## src/design/eamd_pkg.sv

```systemverilog
package eamd_pkg;

    // addressing-form field of the primary addressing byte
    localparam logic [1:0] MOD_NODISP = 2'h0;
    localparam logic [1:0] MOD_DISP8 = 2'h1;
    localparam logic [1:0] MOD_DISPW = 2'h2;
    localparam logic [1:0] MOD_REG = 2'h3;

    // field positions inside the addressing bytes
    localparam int MODRM_MOD_LSB = 6;
    localparam int MODRM_MID_LSB = 3;
    localparam int MODRM_RM_LSB = 0;
    localparam int SIB_SCALE_LSB = 6;
    localparam int SIB_INDEX_LSB = 3;
    localparam int SIB_BASE_LSB = 0;

    // special locator and sib codes
    localparam logic [2:0] RM_SIB = 3'h4;
    localparam logic [2:0] RM_DIRECT16 = 3'h6;
    localparam logic [2:0] RM_DIRECT32 = 3'h5;
    localparam logic [2:0] IDX_NONE = 3'h4;
    localparam logic [2:0] BASE_NOREG = 3'h5;

    // general register codes, same numbering in both widths
    localparam logic [2:0] GPR_BX = 3'h3;
    localparam logic [2:0] GPR_SP = 3'h4;
    localparam logic [2:0] GPR_BP = 3'h5;
    localparam logic [2:0] GPR_SI = 3'h6;
    localparam logic [2:0] GPR_DI = 3'h7;

    // segment codes in two-bit segment-register numbering
    localparam logic [1:0] SEG_SS = 2'h2;
    localparam logic [1:0] SEG_DS = 2'h3;

    // displacement byte counts
    localparam logic [2:0] DLEN_8 = 3'h1;
    localparam logic [2:0] DLEN_16 = 3'h2;
    localparam logic [2:0] DLEN_32 = 3'h4;

    typedef enum logic [1:0] {
        EAMD_DSZ_NONE = 2'h0,
        EAMD_DSZ_8 = 2'h1,
        EAMD_DSZ_16 = 2'h2,
        EAMD_DSZ_32 = 2'h3
    } eamd_dsz_t;

    typedef enum logic [1:0] {
        EAMD_OSZ_8 = 2'h0,
        EAMD_OSZ_16 = 2'h1,
        EAMD_OSZ_32 = 2'h2
    } eamd_osz_t;

    typedef enum logic [5:0] {
        EAMD_ST_IDLE = 6'h01,
        EAMD_ST_MODRM = 6'h02,
        EAMD_ST_SIB = 6'h04,
        EAMD_ST_DISP = 6'h08,
        EAMD_ST_LOAD = 6'h10,
        EAMD_ST_DONE = 6'h20
    } eamd_state_t;

    typedef struct packed {
        logic has_modrm;
        logic reg_is_ext;
        logic w;
        logic addr32;
        logic data32;
    } eamd_op_t;

    typedef struct packed {
        logic base_en;
        logic [2:0] base;
        logic index_en;
        logic [2:0] index;
        logic [1:0] scale;
        eamd_dsz_t dsz;
        logic [1:0] seg;
    } eamd_ea_t;

    typedef struct packed {
        logic implicit;
        logic mem;
        logic [2:0] rm_reg;
        eamd_osz_t osz;
        logic reg_valid;
        logic opext_valid;
        logic [2:0] mid;
        eamd_ea_t ea;
        logic [31:0] disp;
        logic addr32;
    } eamd_res_t;

    localparam eamd_res_t RES_RESET = '0;

endpackage

```

## src/design/eamd_decoder.sv

```systemverilog
`timescale 1ns/1ns
// Functional notes
// - implicit-form opcodes consume no addressing bytes
// - 32-bit locator 100, form not 11: fetch sib
// - middle bits: opcode extension or register select
// - address size picks 16-bit or 32-bit table
// - 16-bit locators pick BX/BP/SI/DI combos, BP means SS
// - 16-bit forms: none, 8-bit, 16-bit; 00 110 direct
// - form 11, 16-bit data: byte or word register
// - form 11, 32-bit data: byte or dword register
// - 32-bit no sib: base from locator, EBP means SS
// - 32-bit 00 101: DS direct 32-bit displacement
// - form from first byte, scale/index/base from sib
// - scale 1,2,4,8; index 100 means none
// - sib base picks register, ESP/EBP mean SS
// - sib base 101, form 00: no base, 32-bit displacement plus any index, DS
// - sib base 101, forms 01/10: EBP plus displacement, SS
// - width bit: 8-bit or full operand size
module eamd_decoder (
    input wire logic ref_clk,
    input wire logic reset,
    input wire logic op_valid,
    output logic op_ready,
    input eamd_pkg::eamd_op_t op,
    input wire logic byte_valid,
    output logic byte_ready,
    input wire logic [7:0] byte_data,
    output logic res_valid,
    input wire logic res_ready,
    output eamd_pkg::eamd_res_t res
);

    eamd_pkg::eamd_state_t state_q;
    eamd_pkg::eamd_state_t state_d;
    eamd_pkg::eamd_op_t op_q;
    logic [7:0] modrm_q;
    logic [7:0] sib_q;
    logic [31:0] disp_q;
    logic [2:0] dcnt_q;
    eamd_pkg::eamd_res_t res_q;

    // state decode
    wire in_idle = (state_q == eamd_pkg::EAMD_ST_IDLE);
    wire in_modrm = (state_q == eamd_pkg::EAMD_ST_MODRM);
    wire in_sib = (state_q == eamd_pkg::EAMD_ST_SIB);
    wire in_disp = (state_q == eamd_pkg::EAMD_ST_DISP);
    wire in_load = (state_q == eamd_pkg::EAMD_ST_LOAD);
    wire in_done = (state_q == eamd_pkg::EAMD_ST_DONE);

    // handshakes
    wire wants_byte = in_modrm || in_sib || in_disp;
    wire op_take = op_valid && in_idle;
    wire byte_take = byte_valid && wants_byte;
    wire res_take = res_ready && in_done;

    assign op_ready = in_idle;
    assign byte_ready = wants_byte;
    assign res_valid = in_done;
    assign res = res_q;

    // live view of the addressing bytes: the byte on the bus while it
    // is being taken, else the stored copy, so the next step is known
    // in the same cycle the byte arrives
    wire [7:0] modrm_live = in_modrm ? byte_data : modrm_q;
    wire [7:0] sib_live = in_sib ? byte_data : sib_q;
    wire [1:0] mode = modrm_live[eamd_pkg::MODRM_MOD_LSB +: 2];
    wire [2:0] mid = modrm_live[eamd_pkg::MODRM_MID_LSB +: 3];
    wire [2:0] rm = modrm_live[eamd_pkg::MODRM_RM_LSB +: 3];

    // both tables decode in parallel; address size picks one
    eamd_pkg::eamd_ea_t ea16;
    eamd_pkg::eamd_ea_t ea32;

    eamd_ea16 u_ea16 (
        .mode(mode),
        .rm(rm),
        .ea(ea16)
    );

    eamd_ea32 u_ea32 (
        .mode(mode),
        .rm(rm),
        .sib(sib_live),
        .ea(ea32)
    );

    wire eamd_pkg::eamd_ea_t ea_sel = op_q.addr32 ? ea32 : ea16;

    // addressing-byte sequencing
    wire is_reg_form = (mode == eamd_pkg::MOD_REG);
    wire need_sib = op_q.addr32 && !is_reg_form && (rm == eamd_pkg::RM_SIB);

    logic [2:0] disp_len;
    always_comb begin
        case (ea_sel.dsz)
            eamd_pkg::EAMD_DSZ_8: disp_len = eamd_pkg::DLEN_8;
            eamd_pkg::EAMD_DSZ_16: disp_len = eamd_pkg::DLEN_16;
            eamd_pkg::EAMD_DSZ_32: disp_len = eamd_pkg::DLEN_32;
            default: disp_len = 3'h0;
        endcase
    end

    // a register form carries no displacement whatever the table says
    wire need_disp = !is_reg_form && (disp_len != 3'h0);
    wire disp_last = (dcnt_q == disp_len - 3'h1);

    always_comb begin
        state_d = state_q;
        case (state_q)
            eamd_pkg::EAMD_ST_IDLE: begin
                if (op_take) begin
                    if (op.has_modrm) begin
                        state_d = eamd_pkg::EAMD_ST_MODRM;
                    end else begin
                        state_d = eamd_pkg::EAMD_ST_LOAD;
                    end
                end
            end
            eamd_pkg::EAMD_ST_MODRM: begin
                if (byte_take) begin
                    if (need_sib) begin
                        state_d = eamd_pkg::EAMD_ST_SIB;
                    end else if (need_disp) begin
                        state_d = eamd_pkg::EAMD_ST_DISP;
                    end else begin
                        state_d = eamd_pkg::EAMD_ST_LOAD;
                    end
                end
            end
            eamd_pkg::EAMD_ST_SIB: begin
                if (byte_take) begin
                    if (need_disp) begin
                        state_d = eamd_pkg::EAMD_ST_DISP;
                    end else begin
                        state_d = eamd_pkg::EAMD_ST_LOAD;
                    end
                end
            end
            eamd_pkg::EAMD_ST_DISP: begin
                if (byte_take && disp_last) begin
                    state_d = eamd_pkg::EAMD_ST_LOAD;
                end
            end
            eamd_pkg::EAMD_ST_LOAD: begin
                state_d = eamd_pkg::EAMD_ST_DONE;
            end
            eamd_pkg::EAMD_ST_DONE: begin
                if (res_take) begin
                    state_d = eamd_pkg::EAMD_ST_IDLE;
                end
            end
            default: begin
                state_d = eamd_pkg::EAMD_ST_IDLE;
            end
        endcase
    end

    always_ff @(posedge ref_clk) begin
        if (reset) begin
            state_q <= eamd_pkg::EAMD_ST_IDLE;
        end else begin
            state_q <= state_d;
        end
    end

    // opcode attributes held for the whole instruction
    always_ff @(posedge ref_clk) begin
        if (reset) begin
            op_q <= '0;
        end else if (op_take) begin
            op_q <= op;
        end
    end

    // addressing bytes; cleared per instruction so an implicit form
    // never reports stale fields
    always_ff @(posedge ref_clk) begin
        if (reset || op_take) begin
            modrm_q <= 8'h00;
        end else if (in_modrm && byte_take) begin
            modrm_q <= byte_data;
        end
    end

    always_ff @(posedge ref_clk) begin
        if (reset || op_take) begin
            sib_q <= 8'h00;
        end else if (in_sib && byte_take) begin
            sib_q <= byte_data;
        end
    end

    // displacement bytes arrive low byte first
    wire [4:0] disp_pos = {dcnt_q[1:0], 3'h0};
    wire [31:0] disp_ins = 32'({24'h000000, byte_data} << disp_pos);
    wire [31:0] disp_mask = 32'(32'h0000_00ff << disp_pos);

    always_ff @(posedge ref_clk) begin
        if (reset || op_take) begin
            disp_q <= 32'h0000_0000;
            dcnt_q <= 3'h0;
        end else if (in_disp && byte_take) begin
            disp_q <= (disp_q & ~disp_mask) | disp_ins;
            dcnt_q <= dcnt_q + 3'h1;
        end
    end

    // displacement widened to the address width
    wire [7:0] disp_b = disp_q[7:0];
    wire [31:0] disp8_ext32 = {{24{disp_b[7]}}, disp_b};
    wire [31:0] disp8_ext16 = {16'h0000, {8{disp_b[7]}}, disp_b};
    wire [31:0] disp8_ext = op_q.addr32 ? disp8_ext32 : disp8_ext16;
    wire [31:0] disp16_ext = {16'h0000, disp_q[15:0]};

    logic [31:0] disp_final;
    always_comb begin
        case (ea_sel.dsz)
            eamd_pkg::EAMD_DSZ_8: disp_final = disp8_ext;
            eamd_pkg::EAMD_DSZ_16: disp_final = disp16_ext;
            eamd_pkg::EAMD_DSZ_32: disp_final = disp_q;
            default: disp_final = 32'h0000_0000;
        endcase
    end

    // operand size; byte registers share codes, AH..BH on 100..111
    wire eamd_pkg::eamd_osz_t osz_full =
        op_q.data32 ? eamd_pkg::EAMD_OSZ_32 : eamd_pkg::EAMD_OSZ_16;
    wire eamd_pkg::eamd_osz_t osz =
        op_q.w ? osz_full : eamd_pkg::EAMD_OSZ_8;

    // middle field meaning is fixed by the opcode, not by this byte
    wire mid_is_reg = op_q.has_modrm && !op_q.reg_is_ext;
    wire mid_is_ext = op_q.has_modrm && op_q.reg_is_ext;

    // memory form only with an addressing byte and form other than 11
    wire mem_form = op_q.has_modrm && !is_reg_form;
    wire eamd_pkg::eamd_ea_t ea_out = mem_form ? ea_sel : '0;

    eamd_pkg::eamd_res_t res_d;
    always_comb begin
        res_d = eamd_pkg::RES_RESET;
        res_d.implicit = !op_q.has_modrm;
        res_d.mem = mem_form;
        res_d.rm_reg = (op_q.has_modrm && is_reg_form) ? rm : 3'h0;
        res_d.osz = osz;
        res_d.reg_valid = mid_is_reg;
        res_d.opext_valid = mid_is_ext;
        res_d.mid = op_q.has_modrm ? mid : 3'h0;
        res_d.ea = ea_out;
        res_d.disp = mem_form ? disp_final : 32'h0000_0000;
        res_d.addr32 = op_q.addr32;
    end

    // result word stays put from the load until it is taken
    always_ff @(posedge ref_clk) begin
        if (reset) begin
            res_q <= eamd_pkg::RES_RESET;
        end else if (in_load) begin
            res_q <= res_d;
        end
    end

endmodule // eamd_decoder

```

## src/design/eamd_ea16.sv

```systemverilog
`timescale 1ns/1ns
module eamd_ea16 (
    input wire logic [1:0] mode,
    input wire logic [2:0] rm,
    output eamd_pkg::eamd_ea_t ea
);
    wire direct = (mode == eamd_pkg::MOD_NODISP) && (rm == eamd_pkg::RM_DIRECT16);
    // rm[2]=0 pairs BX/BP with SI/DI; rm[2]=1 picks one register alone
    wire base_en = !direct && (!rm[2] || rm[1]);
    wire index_en = !rm[2] || !rm[1];
    wire [2:0] base = rm[2] ? (rm[0] ? eamd_pkg::GPR_BX : eamd_pkg::GPR_BP)
                            : (rm[1] ? eamd_pkg::GPR_BP : eamd_pkg::GPR_BX);
    wire [2:0] index = rm[0] ? eamd_pkg::GPR_DI : eamd_pkg::GPR_SI;
    wire uses_bp = base_en && (base == eamd_pkg::GPR_BP);
    wire [1:0] seg = uses_bp ? eamd_pkg::SEG_SS : eamd_pkg::SEG_DS;
    wire eamd_pkg::eamd_dsz_t dsz =
        (mode == eamd_pkg::MOD_DISP8) ? eamd_pkg::EAMD_DSZ_8 :
        (mode == eamd_pkg::MOD_DISPW || direct) ? eamd_pkg::EAMD_DSZ_16 :
        eamd_pkg::EAMD_DSZ_NONE;

    assign ea = '{base_en: base_en, base: base, index_en: index_en, index: index,
                  scale: 2'h0, dsz: dsz, seg: seg};
endmodule // eamd_ea16

```

## src/design/eamd_ea32.sv

```systemverilog
`timescale 1ns/1ns
module eamd_ea32 (
    input wire logic [1:0] mode,
    input wire logic [2:0] rm,
    input wire logic [7:0] sib,
    output eamd_pkg::eamd_ea_t ea
);
    wire has_sib = (rm == eamd_pkg::RM_SIB);
    wire [1:0] scale = sib[eamd_pkg::SIB_SCALE_LSB +: 2];
    wire [2:0] sidx = sib[eamd_pkg::SIB_INDEX_LSB +: 3];
    wire [2:0] sbase = sib[eamd_pkg::SIB_BASE_LSB +: 3];
    wire nodisp = (mode == eamd_pkg::MOD_NODISP);
    wire rm_direct = nodisp && (rm == eamd_pkg::RM_DIRECT32);
    wire sib_direct = nodisp && (sbase == eamd_pkg::BASE_NOREG);
    wire direct = has_sib ? sib_direct : rm_direct;
    wire [2:0] base = has_sib ? sbase : rm;
    wire base_en = !direct;
    // index code 100 means none; the scale is passed on untouched
    wire index_en = has_sib && (sidx != eamd_pkg::IDX_NONE);
    wire ss_base = (base == eamd_pkg::GPR_BP) || (has_sib && base == eamd_pkg::GPR_SP);
    wire [1:0] seg = (base_en && ss_base) ? eamd_pkg::SEG_SS : eamd_pkg::SEG_DS;
    wire eamd_pkg::eamd_dsz_t dsz =
        (mode == eamd_pkg::MOD_DISP8) ? eamd_pkg::EAMD_DSZ_8 :
        (mode == eamd_pkg::MOD_DISPW || direct) ? eamd_pkg::EAMD_DSZ_32 :
        eamd_pkg::EAMD_DSZ_NONE;

    assign ea = '{base_en: base_en, base: base, index_en: index_en, index: sidx,
                  scale: has_sib ? scale : 2'h0, dsz: dsz, seg: seg};
endmodule // eamd_ea32

```

## config.mk

```make
export PLATFORM = sky130hd
export DESIGN_NAME = eamd_decoder
export DESIGN_NICKNAME = d
export VERILOG_FILES = /design/src/design/eamd_pkg.sv /design/src/design/eamd_decoder.sv /design/src/design/eamd_ea16.sv /design/src/design/eamd_ea32.sv
export SDC_FILE = /design/constraint.sdc
export NUM_CORES = 1
export LEC_CHECK = 0
export BUFFER_PORTS_ARGS = -buffer_cell sky130_fd_sc_hd__buf_2
export CAP_MARGIN = 5
export CORE_AREA = 2 2 102 104
export CTS_BUF_LIST = sky130_fd_sc_hd__clkbuf_16
export DETAILED_ROUTE_END_ITERATION = 8
export DIE_AREA = 0 0 104 106
export GPL_TIMING_DRIVEN = 1
export PLACE_DENSITY = 0.78
export SYNTH_ARGS = -nofsm -noshare
export SYNTH_HDL_FRONTEND = slang
export SYNTH_HIERARCHICAL = 1
export SYNTH_SLANG_ARGS = --single-unit
```

## constraint.sdc

```tcl
create_clock -name ref_clk -period 4.7 [get_ports ref_clk]
set_clock_uncertainty 0.15 [all_clocks]
set_input_delay 0.94 -clock ref_clk [delete_from_list [all_inputs] [get_ports ref_clk]]
set_output_delay 0.94 -clock ref_clk [all_outputs]
set_load 0.005 [all_outputs]
```

Yosys cells after proc, flatten, opt, wreduce, memory -nomap -nowiden
Index checks and enable logic that the tools add are counted.

word-level totals
  word-level logic and storage cells = 133
  bits of input ports = 18
  memory bits (read-only) = 0
  memories = 0
  register bits after elaboration = 121
  latch bits = 0
  memory bits (writable) = 0
  output and inout port bits = 62

cells by class
  bitwise gates (word level) = 3
  eq/ne operators = 26
  mux-type cells = 34
  shifts and indexed selects = 2
  divide/modulo/power cells = 0
  reductions and logical operators = 40
  add/sub/neg operators = 2
  order comparisons = 0
  multipliers = 0

operator list
  cell                                                                      number
  32-bit case mux with 3 select lines                                       1
  32-bit 2-to-1 mux                                                         2
  6-bit case mux with 6 select lines                                        1
  32-bit AND                                                                1
  32-bit NOT                                                                1
  32-bit bitwise OR                                                         1
  8-bit by 5-bit << shifter with 32-bit output                              1
  8-bit by 5-bit << shifter with 32-bit output (first input constant)       1
  6-bit 2-to-1 mux                                                          5
  14-bit 2-to-1 mux                                                         2
  1-bit logical AND                                                         22
  3-bit equality test (second input constant)                               7
  3-bit 2-to-1 mux                                                          6
  8-bit 2-to-1 mux                                                          2
  5-bit 2-to-1 mux                                                          3
  2-bit 2-to-1 mux                                                          7
  2-bit by 1-bit inequality test with 1-bit output (second input constant)  5
  3-bit case mux with 3 select lines                                        1
  2-bit equality test (second input constant)                               4
  1-bit logical OR                                                          8
  1-bit zero test                                                           7
  6-bit by 1-bit equality test with 1-bit output (second input constant)    1
  6-bit by 2-bit equality test with 1-bit output (second input constant)    1
  6-bit by 3-bit equality test with 1-bit output (second input constant)    1
  other kinds (12)                                                          16

Longest topological paths before layout
  depth after elaboration = 18
  mapped depth = 16
  gate-level depth less buffers = 13

Cells and area by module
The synthesis kept the hierarchy.

by module, submodules not included
  module        instances  area an instance (µm²)  cells an instance  sequential area each (µm²)
  eamd_decoder  1          5177.5                  567                2422.3
  eamd_ea32     1          216.5                   29                 0.0
  eamd_ea16     1          157.7                   22                 0.0

Worst setup path after synthesis
OpenSTA, ideal clock, no wires.

  path type = register to register
  start point = reg state_q[3]
  end point = reg res_q, in the netlist res[15]
  cell stages (with the launch flop) = 16
  required time = 4.422 ns
  slack = 1.016 ns
  buffers on the path = 4
  arrival = 3.407 ns
  period minus slack after synthesis = 3.684 ns
  library setup time = 0.128 ns
  cell sequence = dfxtp_1 -> buf_2 -> nor4_2 -> nand3_1 -> clkbuf_1 -> mux2_2 -> nor3_1 -> a221oi_1 -> mux2_2 -> ha_1 -> clkbuf_1 -> or2_2 -> buf_1 -> a21o_1 -> a22oi_1 -> nor2_1

RTL lines
  element                 RTL line             RTL
  from (decl)             eamd_decoder.sv:33   eamd_pkg::eamd_state_t state_q;
  from (signal assigned)  eamd_decoder.sv:160  state_q <= eamd_pkg::EAMD_ST_IDLE;
  from (signal assigned)  eamd_decoder.sv:162  state_q <= state_d;
  to (signal assigned)    eamd_decoder.sv:257  res_q <= eamd_pkg::RES_RESET;
  to (signal assigned)    eamd_decoder.sv:259  res_q <= res_d;
  to (decl)               eamd_decoder.sv:40   eamd_pkg::eamd_res_t res_q;

==> impl_metrics.json <==
{
  "outcome": "finished, final reports clean",
  "pin_count": 80,
  "drt_first_pass_iters": 6,
  "cp_cell_sequence": "nor4_1, nand3b_1, mux2_2, nand3b_4, a221oi_1, mux2_2, inv_1, ha_1, xor2_1, and2_1, a221o_1, a311oi_1",
  "start_util_pct": 55.52,
  "cts_setup_buffers": 0,
  "clk_latency_ns": 0.41,
  "cts_hold_buf": 0,
  "fp.dieW_microns": 104,
  "multi_input_area_sq_um": 2793,
  "top_layer_used": "met4",
  "drt-total-wl_mm": 13.62,
  "min_path_type": "flip-flop to flip-flop",
  "cp_slowest_stage_delay_ns": 0.48,
  "dieArea_sq_um": 11020,
  "end_kind": "flip-flop",
  "area_growth_pct": 16.48,
  "place_ws_ns": 0.7717,
  "finalSetupViolCount": 0,
  "cts_tree": "built",
  "critPathArrivalTime_ns": 4.17,
  "yosysUniqueCellTypes": 65,
  "grt_usage_pct": 24.71,
  "numPortBuffers": 79,
  "nets": 688,
  "syn_area_sq_um": 5552,
  "avgSynthCellArea_sq_um": 8.983,
  "power_density_nw_per_um2": 381.7,
  "cts_root_buf": "clkbuf_16",
  "grt_pass1_vias": 4466,
  "worst-setup-path-type": "flip-flop to flip-flop",
  "synth_edf_count": 0,
  "dr_wl_met3_mm": 1.032,
  "start_kind": "flip-flop",
  "clock-sinks": 121,
  "crit_fanout": 13,
  "wl_met1_mm": 5.784,
  "cts_made_buffers": 17,
  "period_share_pct": 85.36,
  "wl_met2_mm": 6.568,
  "clockBufferDepth": 2,
  "num_rows": 37,
  "rsz0062_at_grt": "false",
  "leakagePower_nw": 2.822,
  "routedWlPerCell_microns": 16.82,
  "max_slew_margin_pct": 35.04,
  "netlist_instances": 618,
  "setup_tns_ns": 0,
  "die_y_microns": 106,
  "finalCriticalPeriod_ns": 4.012,
  "fillers": 822,
  "path_buf_inv": 1,
  "overflow": 0,
  "routabilityCongestion": 0.8326,
  "ir_worst_vdd_mv": 0.3394,
  "path_common_cell": "mux2_2",
  "finalHoldViolCount": 0,
  "drv_cap": 0,
  "grt_max_degree": 52,
  "hpwl_mm": 8.682,
  "report.final.slew_viol_count": 0,
  "ys_warn_count": 6,
  "crit_slowest_cell": "nand3b_1",
  "path_clk_slew_ns": 0.06,
  "finalWorstSetupSlack_ns": 0.6878,
  "cts_resized": 0,
  "synthFlopType": "dfxtp_1",
  "async_flop_share_pct": 0,
  "drt_iter0_drc": 341,
  "synth-seq-cells": 121,
  "drc": 0,
  "grt_pass1_wl_mm": 21.93,
  "antenna_found_initial": 0,
  "tightestPinTransition_ns": 0.9714,
  "max_freq_mhz": 249.2,
  "vias": 4754,
  "diodes": 0,
  "cp_data_required_time_ns": 4.86,
  "seq_area_frac_synth_pct": 43.63,
  "htree_levels": 4,
  "seq_area_sq_um": 2422,
  "drive_above_1_share_pct": 24.33,
  "ant_nets": 0,
  "path_delay_family": "simple AND/OR/NAND/NOR gates",
  "routed_via_density": 5.869,
  "coreArea_sq_um": 10000
}
flip-flops by register name, indices dropped and copies added (netlist names):
signal,flops
op_q,5
state_q,6
disp_q,32
res,59
sib_q,8
dcnt_q,3
modrm_q,8
synthesized netlist by cell type, drive strengths merged, types with 2 or more instances:
master | number | area, sq um
and3 | 3 | 18.77
a31oi | 2 | 12.51
mux2i | 12 | 120.1
nor4 | 3 | 40.04
a21oi | 24 | 120.1
nor3b | 3 | 22.52
inv | 11 | 41.29
a31o | 2 | 17.52
xnor2 | 2 | 17.52
nor3 | 7 | 55.05
a221oi | 2 | 17.52
a21o | 26 | 196.4
mux2 | 28 | 315.3
nand3b | 6 | 57.56
a32oi | 8 | 70.07
dfxtp | 121 | 2422
a211oi | 2 | 20.02
nand4 | 2 | 12.51
o21ai | 15 | 75.07
a221o | 2 | 20.02
a41oi | 3 | 26.28
a2bb2oi | 3 | 26.28
nor2 | 108 | 407.9
conb | 3 | 11.26
and2 | 8 | 50.05
or2 | 3 | 18.77
xor2 | 4 | 35.03
nor2b | 2 | 12.51
o31ai | 2 | 20.02
nand2b | 5 | 38.78
a22oi | 70 | 525.5
ha | 9 | 112.6
nand2 | 29 | 111.4
nand4b | 2 | 23.77
buf | 35 | 201.4
clkbuf | 31 | 116.4
nand3 | 9 | 45.04
where the power goes:
group | total [mW] | switching [mW] | internal [mW]
registers | 1.05 | 0.0144 | 1.03
clock network | 1.31 | 0.516 | 0.793
logic | 0.111 | 0.0766 | 0.0347
metrics by stage:
stage	total power, mW	cells	util (%)	area, sq um	hold WS (ns)
floorplan	1.148	622	-	5567	0.2951
global route	2.536	810	64.66	6466	0.3335
CTS	2.478	810	64.66	6466	0.3107
detailed placement	1.178	778	58.75	5874	0.2954
global placement	1.173	778	58.75	5874	0.2894
finish	2.468	810	64.66	6466	0.3052
cells in the final DEF, fill, tap and decap left out, types with 12 or more instances in the layout:
master,instances
dfxtp_1,121
o21ai_0,15
nand2_1,28
clkbuf_16,17
mux2_2,28
mux2i_1,12
a21oi_1,24
buf_2,79
nor2_1,107
a22oi_1,70
a21o_1,25
path summary, 6_finish.rpt:
check	end	slack, ns	start	cells past startpoint
max	state_q[1]	0.69	state_q[3]	12
min	res[53]	0.31	res[53]	2
max reg2reg	state_q[1]	0.69	state_q[3]	12
min reg2reg	res[53]	0.31	res[53]	2
kinds of logic after synthesis:
kind of cell,share of synthesized area (%)
other,0.2028
XOR/XNOR,0.9466
AO/OA/AOI/OAI,21.79
AND/OR/NAND/NOR,17.08
flip-flops,43.63
adder cells (fa/ha/maj),2.028
buffers and inverters,6.468
multiplexers,7.843
routing by layer:
metal / GRT usage [%] / vias up
li1: - / 2268
met5: 0 / -
met4: 9.846 / 0
met3: 6.376 / 22
met2: 41.17 / 189
met1: 30.69 / 2275
final cells by class:
cell class	count	area share, %
tap	136	2.632
clock inverter	15	2.574
clock buffer	17	6.579
inverter	11	0.6385
multi-input combinational	424	43.19
sequential	121	37.46
timing repair buffer	86	6.927
worst min-delay path, cell delays in order, from the launching register on:
cell and delay (ns):
dfxtp_1 0.31, nand2_1 0.05, a21oi_1 0.05
(Power assumes the default switching activity.)
